`config.mk`:
```
export PLATFORM = sky130hd
export DESIGN_NAME = acp_audio_pll_ctrl
export DESIGN_NICKNAME = d
export VERILOG_FILES = /design/src/acp_pkg.sv /design/src/acp_synth_chan.sv /design/src/acp_audio_pll_ctrl.sv
export SDC_FILE = /design/constraint.sdc
export NUM_CORES = 2
export LEC_CHECK = 0
export BUFFER_PORTS_ARGS = -buffer_cell sky130_fd_sc_hd__buf_4
export CAP_MARGIN = 10
export CORE_MARGIN = 3
export CORE_UTILIZATION = 65
export DETAILED_ROUTE_END_ITERATION = 10
export HOLD_SLACK_MARGIN = 0.03
export PLACE_DENSITY = 0.82
export SYNTH_ARGS = -nofsm -noshare
export SYNTH_HDL_FRONTEND = slang
export SYNTH_SLANG_ARGS = --single-unit
```
`constraint.sdc`:
```
create_clock -name clock -period 22.1 [get_ports clock]
set_input_delay 1.105 -clock clock [delete_from_list [all_inputs] [get_ports clock]]
set_output_delay 1.105 -clock clock [all_outputs]
set_load 0.01 [all_outputs]
```
`src/acp_pkg.sv`:
```
package acp_pkg;
  // register byte offsets
  localparam logic [7:0] OFF_CTRL = 8'h00;
  localparam logic [7:0] OFF_DIV = 8'h04;
  localparam logic [7:0] OFF_TUNE48 = 8'h08;
  localparam logic [7:0] OFF_TUNE441 = 8'h0c;
  // control register fields
  localparam int CTRL_XTAL_LSB = 0;
  localparam int CTRL_EN48_BIT = 4;
  localparam int CTRL_EN441_BIT = 5;
  localparam int CTRL_FAM_BIT = 6;
  localparam int CTRL_MODE128_BIT = 7;
  localparam logic [7:0] CTRL_RESET = 8'h00;
  localparam logic [7:0] DIV_RESET = 8'h01;
  // tune register fields
  localparam int TUNE_PPM_LSB = 0;
  localparam int TUNE_ACT_LSB = 8;
  localparam int TUNE_MANUAL_BIT = 31;
  localparam logic [1:0] ACT_NOP = 2'h0;
  localparam logic [1:0] ACT_FASTER = 2'h1;
  localparam logic [1:0] ACT_SLOWER = 2'h2;
  localparam logic [1:0] ACT_AUTO = 2'h3;
  // synthesizer targets and trim window
  localparam longint unsigned FOUT48_HZ = 64'd196608000;
  localparam longint unsigned FOUT441_HZ = 64'd180633600;
  localparam logic [6:0] PPM_MAX = 7'h64;
  localparam int PPM_SHIFT = 40;
  localparam logic [63:0] PPM_RECIP = 64'h10c6f8;
  localparam logic [3:0] POST_DIV48 = 4'h2;
  localparam logic [3:0] POST_DIV441 = 4'h4;
  // crystal table, indexed by the crystal select code
  localparam int XTAL_CODES = 15;
  localparam logic [3:0] XTAL_LAST = 4'he;
  localparam int unsigned XTAL_FIN_HZ [XTAL_CODES] = '{
    10000000, 12500000, 13000000, 9600000, 10000000, 13000000, 9600000,
    8832000, 8000000, 14318000, 12000000, 13000000, 12000000, 13500000, 12000000};
  localparam logic [2:0] XTAL_PREDIV [XTAL_CODES] = '{
    3'h4, 3'h2, 3'h1, 3'h2, 3'h2, 3'h2, 3'h4, 3'h2, 3'h2, 3'h1, 3'h1,
    3'h4, 3'h4, 3'h2, 3'h2};

  // ratio word: [23:16] integer, [15:13] coarse_fraction, [12:0] fine_fraction
  function automatic logic [23:0] acp_ratio_word(input longint unsigned foutHz,
                                                 input longint unsigned finHz);
    longint unsigned q;
    q = (foutHz * 64'd65536 + finHz / 64'd2) / finHz;
    return q[23:0];
  endfunction : acp_ratio_word
endpackage : acp_pkg

```
`src/acp_synth_chan.sv`:
```
`timescale 1ns/1ns
module acp_synth_chan (
  // clock and reset
  input wire logic clock,
  input wire logic reset_n,
  // configuration
  input wire logic enable,
  input wire logic refTick,
  input wire logic [23:0] nominal,
  // tuning command
  input wire logic cmdValid,
  input wire logic [6:0] cmdPpm,
  input wire logic [1:0] cmdAction,
  // status and loop control
  output logic manual,
  output logic [23:0] word,
  output logic [7:0] loopMod
);
  logic manualReg, manualNext;
  logic signed [15:0] offsetReg, offsetNext;
  logic [15:0] accReg, accNext;
  logic [7:0] loopModReg, loopModNext;
  logic [6:0] ppmClamped;
  logic [63:0] deltaProd, limitProd;
  logic signed [16:0] delta, limit, sum;
  logic carry;

  always_comb begin
    ppmClamped = (cmdPpm > acp_pkg::PPM_MAX) ? acp_pkg::PPM_MAX : cmdPpm;
    // ppm scaling by a fixed reciprocal avoids a runtime divide by one million
    deltaProd = 64'(nominal) * 64'(ppmClamped) * acp_pkg::PPM_RECIP;
    limitProd = 64'(nominal) * 64'(acp_pkg::PPM_MAX) * acp_pkg::PPM_RECIP;
    delta = {2'b00, deltaProd[acp_pkg::PPM_SHIFT +: 15]};
    limit = {2'b00, limitProd[acp_pkg::PPM_SHIFT +: 15]};
    manualNext = manualReg;
    offsetNext = offsetReg;
    sum = 17'sd0;
    if (cmdValid) begin
      unique case (cmdAction)
        acp_pkg::ACT_FASTER: begin
          manualNext = 1'b1;
          sum = {offsetReg[15], offsetReg} + delta;
          offsetNext = (sum > limit) ? limit[15:0] : sum[15:0];
        end
        acp_pkg::ACT_SLOWER: begin
          manualNext = 1'b1;
          sum = {offsetReg[15], offsetReg} - delta;
          offsetNext = (sum < -limit) ? 16'(-limit) : sum[15:0];
        end
        acp_pkg::ACT_AUTO: begin
          manualNext = 1'b0;
          offsetNext = 16'sd0;
        end
        acp_pkg::ACT_NOP: begin
        end
      endcase
    end
    // one offset step is one fine_fraction lsb, i.e. f_in / 65536
    word = manualReg ? nominal + {{8{offsetReg[15]}}, offsetReg} : nominal;
    // first-order dither between N and N+1 gives the fractional average
    {carry, accNext} = {1'b0, accReg} + {1'b0, word[15:0]};
    loopModNext = loopModReg;
    if (!enable) begin
      accNext = 16'h0000;
      loopModNext = 8'h00;
    end else if (refTick) begin
      loopModNext = word[23:16] + {7'h00, carry};
    end else begin
      accNext = accReg;
    end
  end

  always_ff @(posedge clock or negedge reset_n) begin
    if (!reset_n) begin
      manualReg <= 1'b0;
      offsetReg <= 16'sd0;
      accReg <= 16'h0000;
      loopModReg <= 8'h00;
    end else begin
      manualReg <= manualNext;
      offsetReg <= offsetNext;
      accReg <= accNext;
      loopModReg <= loopModNext;
    end
  end

  assign manual = manualReg;
  assign loopMod = loopModReg;

  AST_AUTO_NOMINAL: assert property (@(posedge clock) disable iff (!reset_n)
    !manualReg |-> word == nominal) else $error("auto mode word differs from nominal");
  AST_TRIM_WINDOW: assert property (@(posedge clock) disable iff (!reset_n)
    $signed({offsetReg[15], offsetReg}) <= limit && $signed({offsetReg[15], offsetReg}) >= -limit)
    else $error("trim offset outside window");
  AST_AUTO_CMD: assert property (@(posedge clock) disable iff (!reset_n)
    cmdValid && cmdAction == acp_pkg::ACT_AUTO |=> !manualReg && offsetReg == 16'sd0)
    else $error("auto command did not restore auto mode");
  AST_DITHER: assert property (@(posedge clock) disable iff (!reset_n)
    enable && refTick |=> loopModReg == $past(word[23:16])
      || loopModReg == $past(word[23:16]) + 8'h01)
    else $error("loop modulus is neither N nor N+1");
endmodule : acp_synth_chan

```
`src/acp_audio_pll_ctrl.sv`:
```
// Added by the designer: the register offsets and register access over APB.
`timescale 1ns/1ns
// Overview of operation
// - Pre-divide crystal by 4, 2 or 1
// - Ratio is integer plus coarse/8 plus fine/65536
// - One fine step moves output f_in/65536
// - Auto mode derives nominal 196.608/180.6336 MHz settings
// - Manual trim allowed within plus/minus 100 ppm
// - 44.1k clock from its synth, 48k likewise
// - Software picks synth family by sample rate
// - Output divider gives 256 or 128 fs
// - Tune command: ppm plus faster/slower/auto action
module acp_audio_pll_ctrl (
  // clock and reset
  input wire logic clock,
  input wire logic reset_n,
  // apb slave
  input wire logic psel,
  input wire logic penable,
  input wire logic pwrite,
  input wire logic [7:0] paddr,
  input wire logic [31:0] pwdata,
  output logic [31:0] prdata,
  output logic pready,
  output logic pslverr,
  // reference and synthesizer control
  output logic refTick,
  output logic pllEn48,
  output logic pllEn441,
  output logic [7:0] loopMod48,
  output logic [7:0] loopMod441,
  // sample clock divider
  output logic sampleSrc44k1,
  output logic sampleMode128,
  output logic [12:0] sampleDivisor
);
  logic [7:0] ctrlReg, ctrlNext;
  logic [7:0] divReg, divNext;
  logic [31:0] prdataReg, prdataNext;
  logic preadyReg, preadyNext;
  logic pslverrReg, pslverrNext;
  logic [2:0] refCntReg, refCntNext;
  logic refTickReg, refTickNext;
  logic pllEn48Reg, pllEn48Next;
  logic pllEn441Reg, pllEn441Next;
  logic srcReg, srcNext;
  logic mode128Reg, mode128Next;
  logic [12:0] sdivReg, sdivNext;

  logic access, complete, wrDone, mapped;
  logic cmd48, cmd441;
  logic [3:0] xtalSel;
  logic [2:0] preDiv;
  logic [23:0] nom48, nom441, word48, word441;
  logic manual48, manual441;
  logic [23:0] nomTab48 [acp_pkg::XTAL_CODES];
  logic [23:0] nomTab441 [acp_pkg::XTAL_CODES];
  logic [3:0] postDiv;
  logic [8:0] fsDiv;

  // constant tables, folded at elaboration
  for (genvar g = 0; g < acp_pkg::XTAL_CODES; g++) begin : g_nom
    assign nomTab48[g] = acp_pkg::acp_ratio_word(acp_pkg::FOUT48_HZ,
      64'(acp_pkg::XTAL_FIN_HZ[g]));
    assign nomTab441[g] = acp_pkg::acp_ratio_word(acp_pkg::FOUT441_HZ,
      64'(acp_pkg::XTAL_FIN_HZ[g]));
  end

  // apb decode; one wait state so read data comes from a flop
  always_comb begin
    access = psel && penable;
    complete = access && preadyReg;
    wrDone = complete && pwrite;
    mapped = paddr == acp_pkg::OFF_CTRL || paddr == acp_pkg::OFF_DIV
      || paddr == acp_pkg::OFF_TUNE48 || paddr == acp_pkg::OFF_TUNE441;
    cmd48 = wrDone && paddr == acp_pkg::OFF_TUNE48;
    cmd441 = wrDone && paddr == acp_pkg::OFF_TUNE441;
    preadyNext = access && !preadyReg;
    pslverrNext = access && !preadyReg && !mapped;
    prdataNext = prdataReg;
    if (access && !preadyReg) begin
      unique case (paddr)
        acp_pkg::OFF_CTRL: prdataNext = {24'h000000, ctrlReg};
        acp_pkg::OFF_DIV: prdataNext = {24'h000000, divReg};
        acp_pkg::OFF_TUNE48: prdataNext = {manual48, 7'h00, word48};
        acp_pkg::OFF_TUNE441: prdataNext = {manual441, 7'h00, word441};
        default: prdataNext = 32'h00000000;
      endcase
    end
    ctrlNext = ctrlReg;
    divNext = divReg;
    if (wrDone && paddr == acp_pkg::OFF_CTRL) begin
      ctrlNext = pwdata[7:0];
    end
    if (wrDone && paddr == acp_pkg::OFF_DIV) begin
      divNext = pwdata[7:0];
    end
  end

  // crystal pre-divider as a reference tick enable
  always_comb begin
    xtalSel = ctrlReg[acp_pkg::CTRL_XTAL_LSB +: 4];
    // unlisted code falls back to the first crystal rather than a zero divider
    if (xtalSel > acp_pkg::XTAL_LAST) begin
      xtalSel = 4'h0;
    end
    preDiv = acp_pkg::XTAL_PREDIV[xtalSel];
    nom48 = nomTab48[xtalSel];
    nom441 = nomTab441[xtalSel];
    refTickNext = refCntReg >= preDiv - 3'h1;
    refCntNext = refTickNext ? 3'h0 : refCntReg + 3'h1;
  end

  // enables, family select and sample divider
  always_comb begin
    pllEn48Next = ctrlReg[acp_pkg::CTRL_EN48_BIT];
    pllEn441Next = ctrlReg[acp_pkg::CTRL_EN441_BIT];
    srcNext = ctrlReg[acp_pkg::CTRL_FAM_BIT];
    mode128Next = ctrlReg[acp_pkg::CTRL_MODE128_BIT];
    // 44.1k family clock is vco/4, 48k family clock is vco/2
    postDiv = srcNext ? acp_pkg::POST_DIV441 : acp_pkg::POST_DIV48;
    // half the rate for 128 fs means twice the division from the same source
    fsDiv = mode128Next ? {divReg, 1'b0} : {1'b0, divReg};
    // factors widened first, a 9-bit product would wrap for large divisors
    sdivNext = 13'(postDiv) * 13'(fsDiv);
  end

  always_ff @(posedge clock or negedge reset_n) begin
    if (!reset_n) begin
      ctrlReg <= acp_pkg::CTRL_RESET;
      divReg <= acp_pkg::DIV_RESET;
      prdataReg <= 32'h00000000;
      preadyReg <= 1'b0;
      pslverrReg <= 1'b0;
      refCntReg <= 3'h0;
      refTickReg <= 1'b0;
      pllEn48Reg <= 1'b0;
      pllEn441Reg <= 1'b0;
      srcReg <= 1'b0;
      mode128Reg <= 1'b0;
      sdivReg <= 13'h0000;
    end else begin
      ctrlReg <= ctrlNext;
      divReg <= divNext;
      prdataReg <= prdataNext;
      preadyReg <= preadyNext;
      pslverrReg <= pslverrNext;
      refCntReg <= refCntNext;
      refTickReg <= refTickNext;
      pllEn48Reg <= pllEn48Next;
      pllEn441Reg <= pllEn441Next;
      srcReg <= srcNext;
      mode128Reg <= mode128Next;
      sdivReg <= sdivNext;
    end
  end

  acp_synth_chan u_synth48 (
    .clock(clock),
    .reset_n(reset_n),
    .enable(pllEn48Reg),
    .refTick(refTickReg),
    .nominal(nom48),
    .cmdValid(cmd48),
    .cmdPpm(pwdata[acp_pkg::TUNE_PPM_LSB +: 7]),
    .cmdAction(pwdata[acp_pkg::TUNE_ACT_LSB +: 2]),
    .manual(manual48),
    .word(word48),
    .loopMod(loopMod48)
  );

  acp_synth_chan u_synth441 (
    .clock(clock),
    .reset_n(reset_n),
    .enable(pllEn441Reg),
    .refTick(refTickReg),
    .nominal(nom441),
    .cmdValid(cmd441),
    .cmdPpm(pwdata[acp_pkg::TUNE_PPM_LSB +: 7]),
    .cmdAction(pwdata[acp_pkg::TUNE_ACT_LSB +: 2]),
    .manual(manual441),
    .word(word441),
    .loopMod(loopMod441)
  );

  assign prdata = prdataReg;
  assign pready = preadyReg;
  assign pslverr = pslverrReg;
  assign refTick = refTickReg;
  assign pllEn48 = pllEn48Reg;
  assign pllEn441 = pllEn441Reg;
  assign sampleSrc44k1 = srcReg;
  assign sampleMode128 = mode128Reg;
  assign sampleDivisor = sdivReg;

  AST_PREDIV_COUNT: assert property (@(posedge clock) disable iff (!reset_n)
    refTickReg |-> $past(refCntReg) >= $past(preDiv) - 3'h1)
    else $error("reference tick before pre-divider count");
  AST_APB_WAIT: assert property (@(posedge clock) disable iff (!reset_n)
    psel && penable && !preadyReg |=> preadyReg)
    else $error("apb access not answered after one wait state");
  AST_FAMILY_SEL: assert property (@(posedge clock) disable iff (!reset_n)
    wrDone && paddr == acp_pkg::OFF_CTRL |=> ##1 srcReg == $past(pwdata[acp_pkg::CTRL_FAM_BIT], 2))
    else $error("family select did not follow control write");
  AST_SAMPLE_DIV: assert property (@(posedge clock) disable iff (!reset_n)
    $stable(ctrlReg) && $stable(divReg) |=> sdivReg ==
      13'(srcReg ? acp_pkg::POST_DIV441 : acp_pkg::POST_DIV48)
      * (mode128Reg ? {4'h0, $past(divReg), 1'b0} : {5'h00, $past(divReg)}))
    else $error("sample divisor mismatch");
  // a held request must not see a second ready, or it would complete twice
  AST_READY_PULSE: assert property (@(posedge clock) disable iff (!reset_n)
    preadyReg |=> !preadyReg)
    else $error("ready stood for more than one cycle");
  AST_ERR_WITH_READY: assert property (@(posedge clock) disable iff (!reset_n)
    pslverrReg |-> preadyReg)
    else $error("error response without ready");
  AST_PREDIV_ONE: assert property (@(posedge clock) disable iff (!reset_n)
    $past(preDiv) == 3'h1 |-> refTickReg)
    else $error("divide-by-one reference missed a tick");
  AST_LOOP_IDLE48: assert property (@(posedge clock) disable iff (!reset_n)
    !pllEn48Reg |=> loopMod48 == 8'h00)
    else $error("disabled synthesizer kept a loop modulus");
  AST_LOOP_IDLE441: assert property (@(posedge clock) disable iff (!reset_n)
    !pllEn441Reg |=> loopMod441 == 8'h00)
    else $error("disabled synthesizer kept a loop modulus");
endmodule : acp_audio_pll_ctrl

```
==> results.sh <==
export IMPL_outcome="complete, no violations"
export IMPL_synth_compound_area_share=0.121
export IMPL_cts_repair_resized=0
export IMPL_holdBufCountCts=0
export IMPL_yosysTopAreaCellShare=0.315
export IMPL_place_detailed_hpwl_mm=139
export IMPL_placed_area_um2=64300
export IMPL_ff_latch_area_um2=3610
export IMPL_cts_buffers=17
export IMPL_place_gp_congestion=0.987
export IMPL_cts_tree="done"
export IMPL_synth_largest_area_cell="fa_1"
export IMPL_final_common_cell="inv_1"
export IMPL_required_ns=22.43
export IMPL_drt_iter0_markers=3742
export IMPL_worst_pin_slew_ns=1.12
export IMPL_ctsHtreeMaxLevel=4
export IMPL_synth_top_family_by_area="adder cells"
export IMPL_cap_violations=0
export IMPL_overflow=0
export IMPL_synthDistinctLibCells=86
export IMPL_grt_pass1_wl_mm=265
export IMPL_synth_seq_area_share=0.0580
export IMPL_grt_pass1_vias=51100
export IMPL_fmax_mhz=52.0
export IMPL_syn_area_per_cell_um2=8.82
export IMPL_synthCells=7040
export IMPL_routed_wl_mm=162
export IMPL_ys_ff_latch=144
export IMPL_layout_drive_gt1_share=0.0363
export IMPL_clk_pin_slew_ns=0.08
export IMPL_multiInputGateArea_um2=51700
export IMPL_synth_fa_ha_area_frac=0.546
export IMPL_fillers=7473
export IMPL_ys_flop_type="dfrtp_1"
export IMPL_drtPass1Iterations=6
export IMPL_hp_class="flip-flop to flip-flop"
export IMPL_remaining_drc_errors=0
export IMPL_synthSimpleGateAreaFrac=0.105
export IMPL_fin_setup_tns_ns=0
export IMPL_grt_max_degree=87
export IMPL_start_util=0.661
export IMPL_netlist_area_um2=62100
export IMPL_path_class="flip-flop to flip-flop"
export IMPL_fp_dieW_um=315
export IMPL_wl_per_cell_um=19.4
export IMPL_synthArstFlopShare=1.00
export IMPL_io_pins=113
export IMPL_port_buffers=81
export IMPL_cts_max_path_buffers=2
export IMPL_synth_edff_count=0
export IMPL_cp_slowest_stage_delay_ns=1.01
export IMPL_setup_viol=0
export IMPL_relSlewSlack=0.251
export IMPL_clkLatencyLatePin_ns=0.46
export IMPL_antenna_found_initial=7
export IMPL_dieArea_um2=99300
export IMPL_cts_sinks=144
export IMPL_synth_mux_area_frac=0.0180
export IMPL_avgViaCountPerCell=5.93
export IMPL_ant_nets=0
export IMPL_arrival_ns=19.56
export IMPL_ys_warn_count=0
export IMPL_synth_xor_xnor_area_share=0.0420
export IMPL_grt_setup_unrepaired="no"
export IMPL_rows=112
export IMPL_synth_area_leaders="fa_1 (31%), ha_1 (23%), inv_1 (10%)"
export IMPL_areaGrowthSynthToFinish_pct=4.45
export IMPL_skew_ns=0.0137
export IMPL_fin_crit_sh=0.870
export IMPL_slowest_stage="dfrtp_1"
export IMPL_core_area_um2=94000
export IMPL_post_cts_setup_buffers=0
export IMPL_drv_slew=0
export IMPL_critPathLaunchType="flip-flop"
export IMPL_min_period_ns=19.23
export IMPL_cp_common_cell="fa_1"
export IMPL_root_buffer="clkbuf_16"
export IMPL_die_h_um=315
export IMPL_grt_total_usage=0.335
export IMPL_cp_max_fo=29
export IMPL_final_nets=9243
export IMPL_via_count=49500
export IMPL_hold_viol_final=0
export IMPL_final_cell_mix="inv_1 (1,671), ha_1 (1,149), fa_1 (976)"
export IMPL_fin_area_um2=64900
export IMPL_cp_end_kind="flip-flop"
## final timing paths
path,from,to,slack (ns),cells after the start
setup / recovery,ctrlReg[1]$_DFFE_PN0P_,u_synth441.offsetReg[10]$_DFFE_PN0P_,2.87,63
hold / removal,ctrlReg[5]$_DFFE_PN0P_,pllEn441$_DFF_PN0_,0.43,0
setup reg to reg,ctrlReg[1]$_DFFE_PN0P_,u_synth441.offsetReg[10]$_DFFE_PN0P_,2.87,63
hold reg to reg,ctrlReg[5]$_DFFE_PN0P_,pllEn441$_DFF_PN0_,0.43,0
max in group asynchronous,reset_n,prdata[12]$_DFFE_PN0P_,19.98,2
min in group asynchronous,reset_n,sampleDivisor[6]$_DFF_PN0_,0.67,1
## critical path, delay by kind of cell, from the launching register on
family,cells,cell delay [ns]
xor gates and xnor gates,3,1.18
buffers and inverters,9,1.53
adders and majority gates,13,5.86
AOI/OAI and AO/OA,28,7.40
DFF,1,1.01
and+or+nand+nor,10,2.11
## registers in the layout, indices dropped and copies added, names as in the netlist
| register | flops |
|---|---|
| u_synth48.offsetReg | 16 |
| divReg | 8 |
| refTick | 1 |
| ctrlReg | 8 |
| sampleMode128 | 1 |
| u_synth48.loopMod | 8 |
| pllEn48 | 1 |
| u_synth48.manual | 1 |
| pready | 1 |
| prdata | 25 |
| u_synth441.manual | 1 |
| refCntReg | 3 |
| sampleSrc44k1 | 1 |
| u_synth441.accReg | 16 |
| u_synth441.loopMod | 8 |
| u_synth441.offsetReg | 16 |
| u_synth48.accReg | 16 |
| pllEn441 | 1 |
| pslverr | 1 |
| sampleDivisor | 11 |
## stage by stage
step | setup WS [ns] | hold WS [ns] | instances | util
global placement | 3.39 | 0.396 | 8307 | 0.684
finish | 2.87 | 0.426 | 8343 | 0.690
CTS | 3.16 | 0.424 | 8339 | 0.690
floorplan | 6.72 | 0.352 | 7049 | -
global route | 1.70 | 0.451 | 8341 | 0.690
detailed placement | 3.18 | 0.399 | 8307 | 0.684
## cell families after synthesis
logic type,Yosys count
adder cells (fa/ha/maj),2125
buffers and inverters,1821
AND/OR/NAND/NOR,1407
AO/OA/AOI/OAI,1145
XOR/XNOR,298
flip-flops,144
multiplexers,99
other,1
## cell usage after synthesis (all sizes together), types with 9 or more instances
master / number
buf: 28
o21bai: 47
o31a: 14
or2: 10
nor4: 33
a211o: 13
a21oi: 297
and4: 12
nand3: 101
nand2: 360
nand4: 36
a22oi: 13
ha: 1149
o21ai: 236
nor2: 517
xor2: 115
o31ai: 23
clkbuf: 112
a2111oi: 9
clkinv: 10
mux2i: 69
and3: 45
nor2b: 59
a21o: 147
or3: 32
a22o: 10
a21boi: 18
xnor2: 183
and2: 34
inv: 1671
o2111ai: 11
a31o: 14
o311ai: 9
o22ai: 14
fa: 976
a211oi: 49
mux2: 22
a31oi: 41
dfrtp: 143
o21a: 57
nor3: 89
o211ai: 34
nand2b: 41
## cell type report
| class | instances | area share |
|---|---|---|
| Multi-Input combinational cell | 5084 | 0.797 |
| Inverter | 1681 | 0.0973 |
| Sequential cell | 144 | 0.0556 |
| Tap cell | 1254 | 0.0242 |
| Timing Repair Buffer | 145 | 0.0168 |
| Clock buffer | 17 | 0.00656 |
| Clock inverter | 15 | 0.00247 |
| Antenna cell | 3 | 0.000116 |
## layer usage
metal,track usage,vias to the layer above,share of wire
li1,-,22900,-
met1,0.455,24400,0.42
met2,0.554,1831,0.47
met3,0.0449,338,0.073
met4,0.114,8,0.041
met5,0,-,0.00036
Power is not shown: default switching activity piles up to over one toggle a cycle in this logic, so the estimate is an artifact.
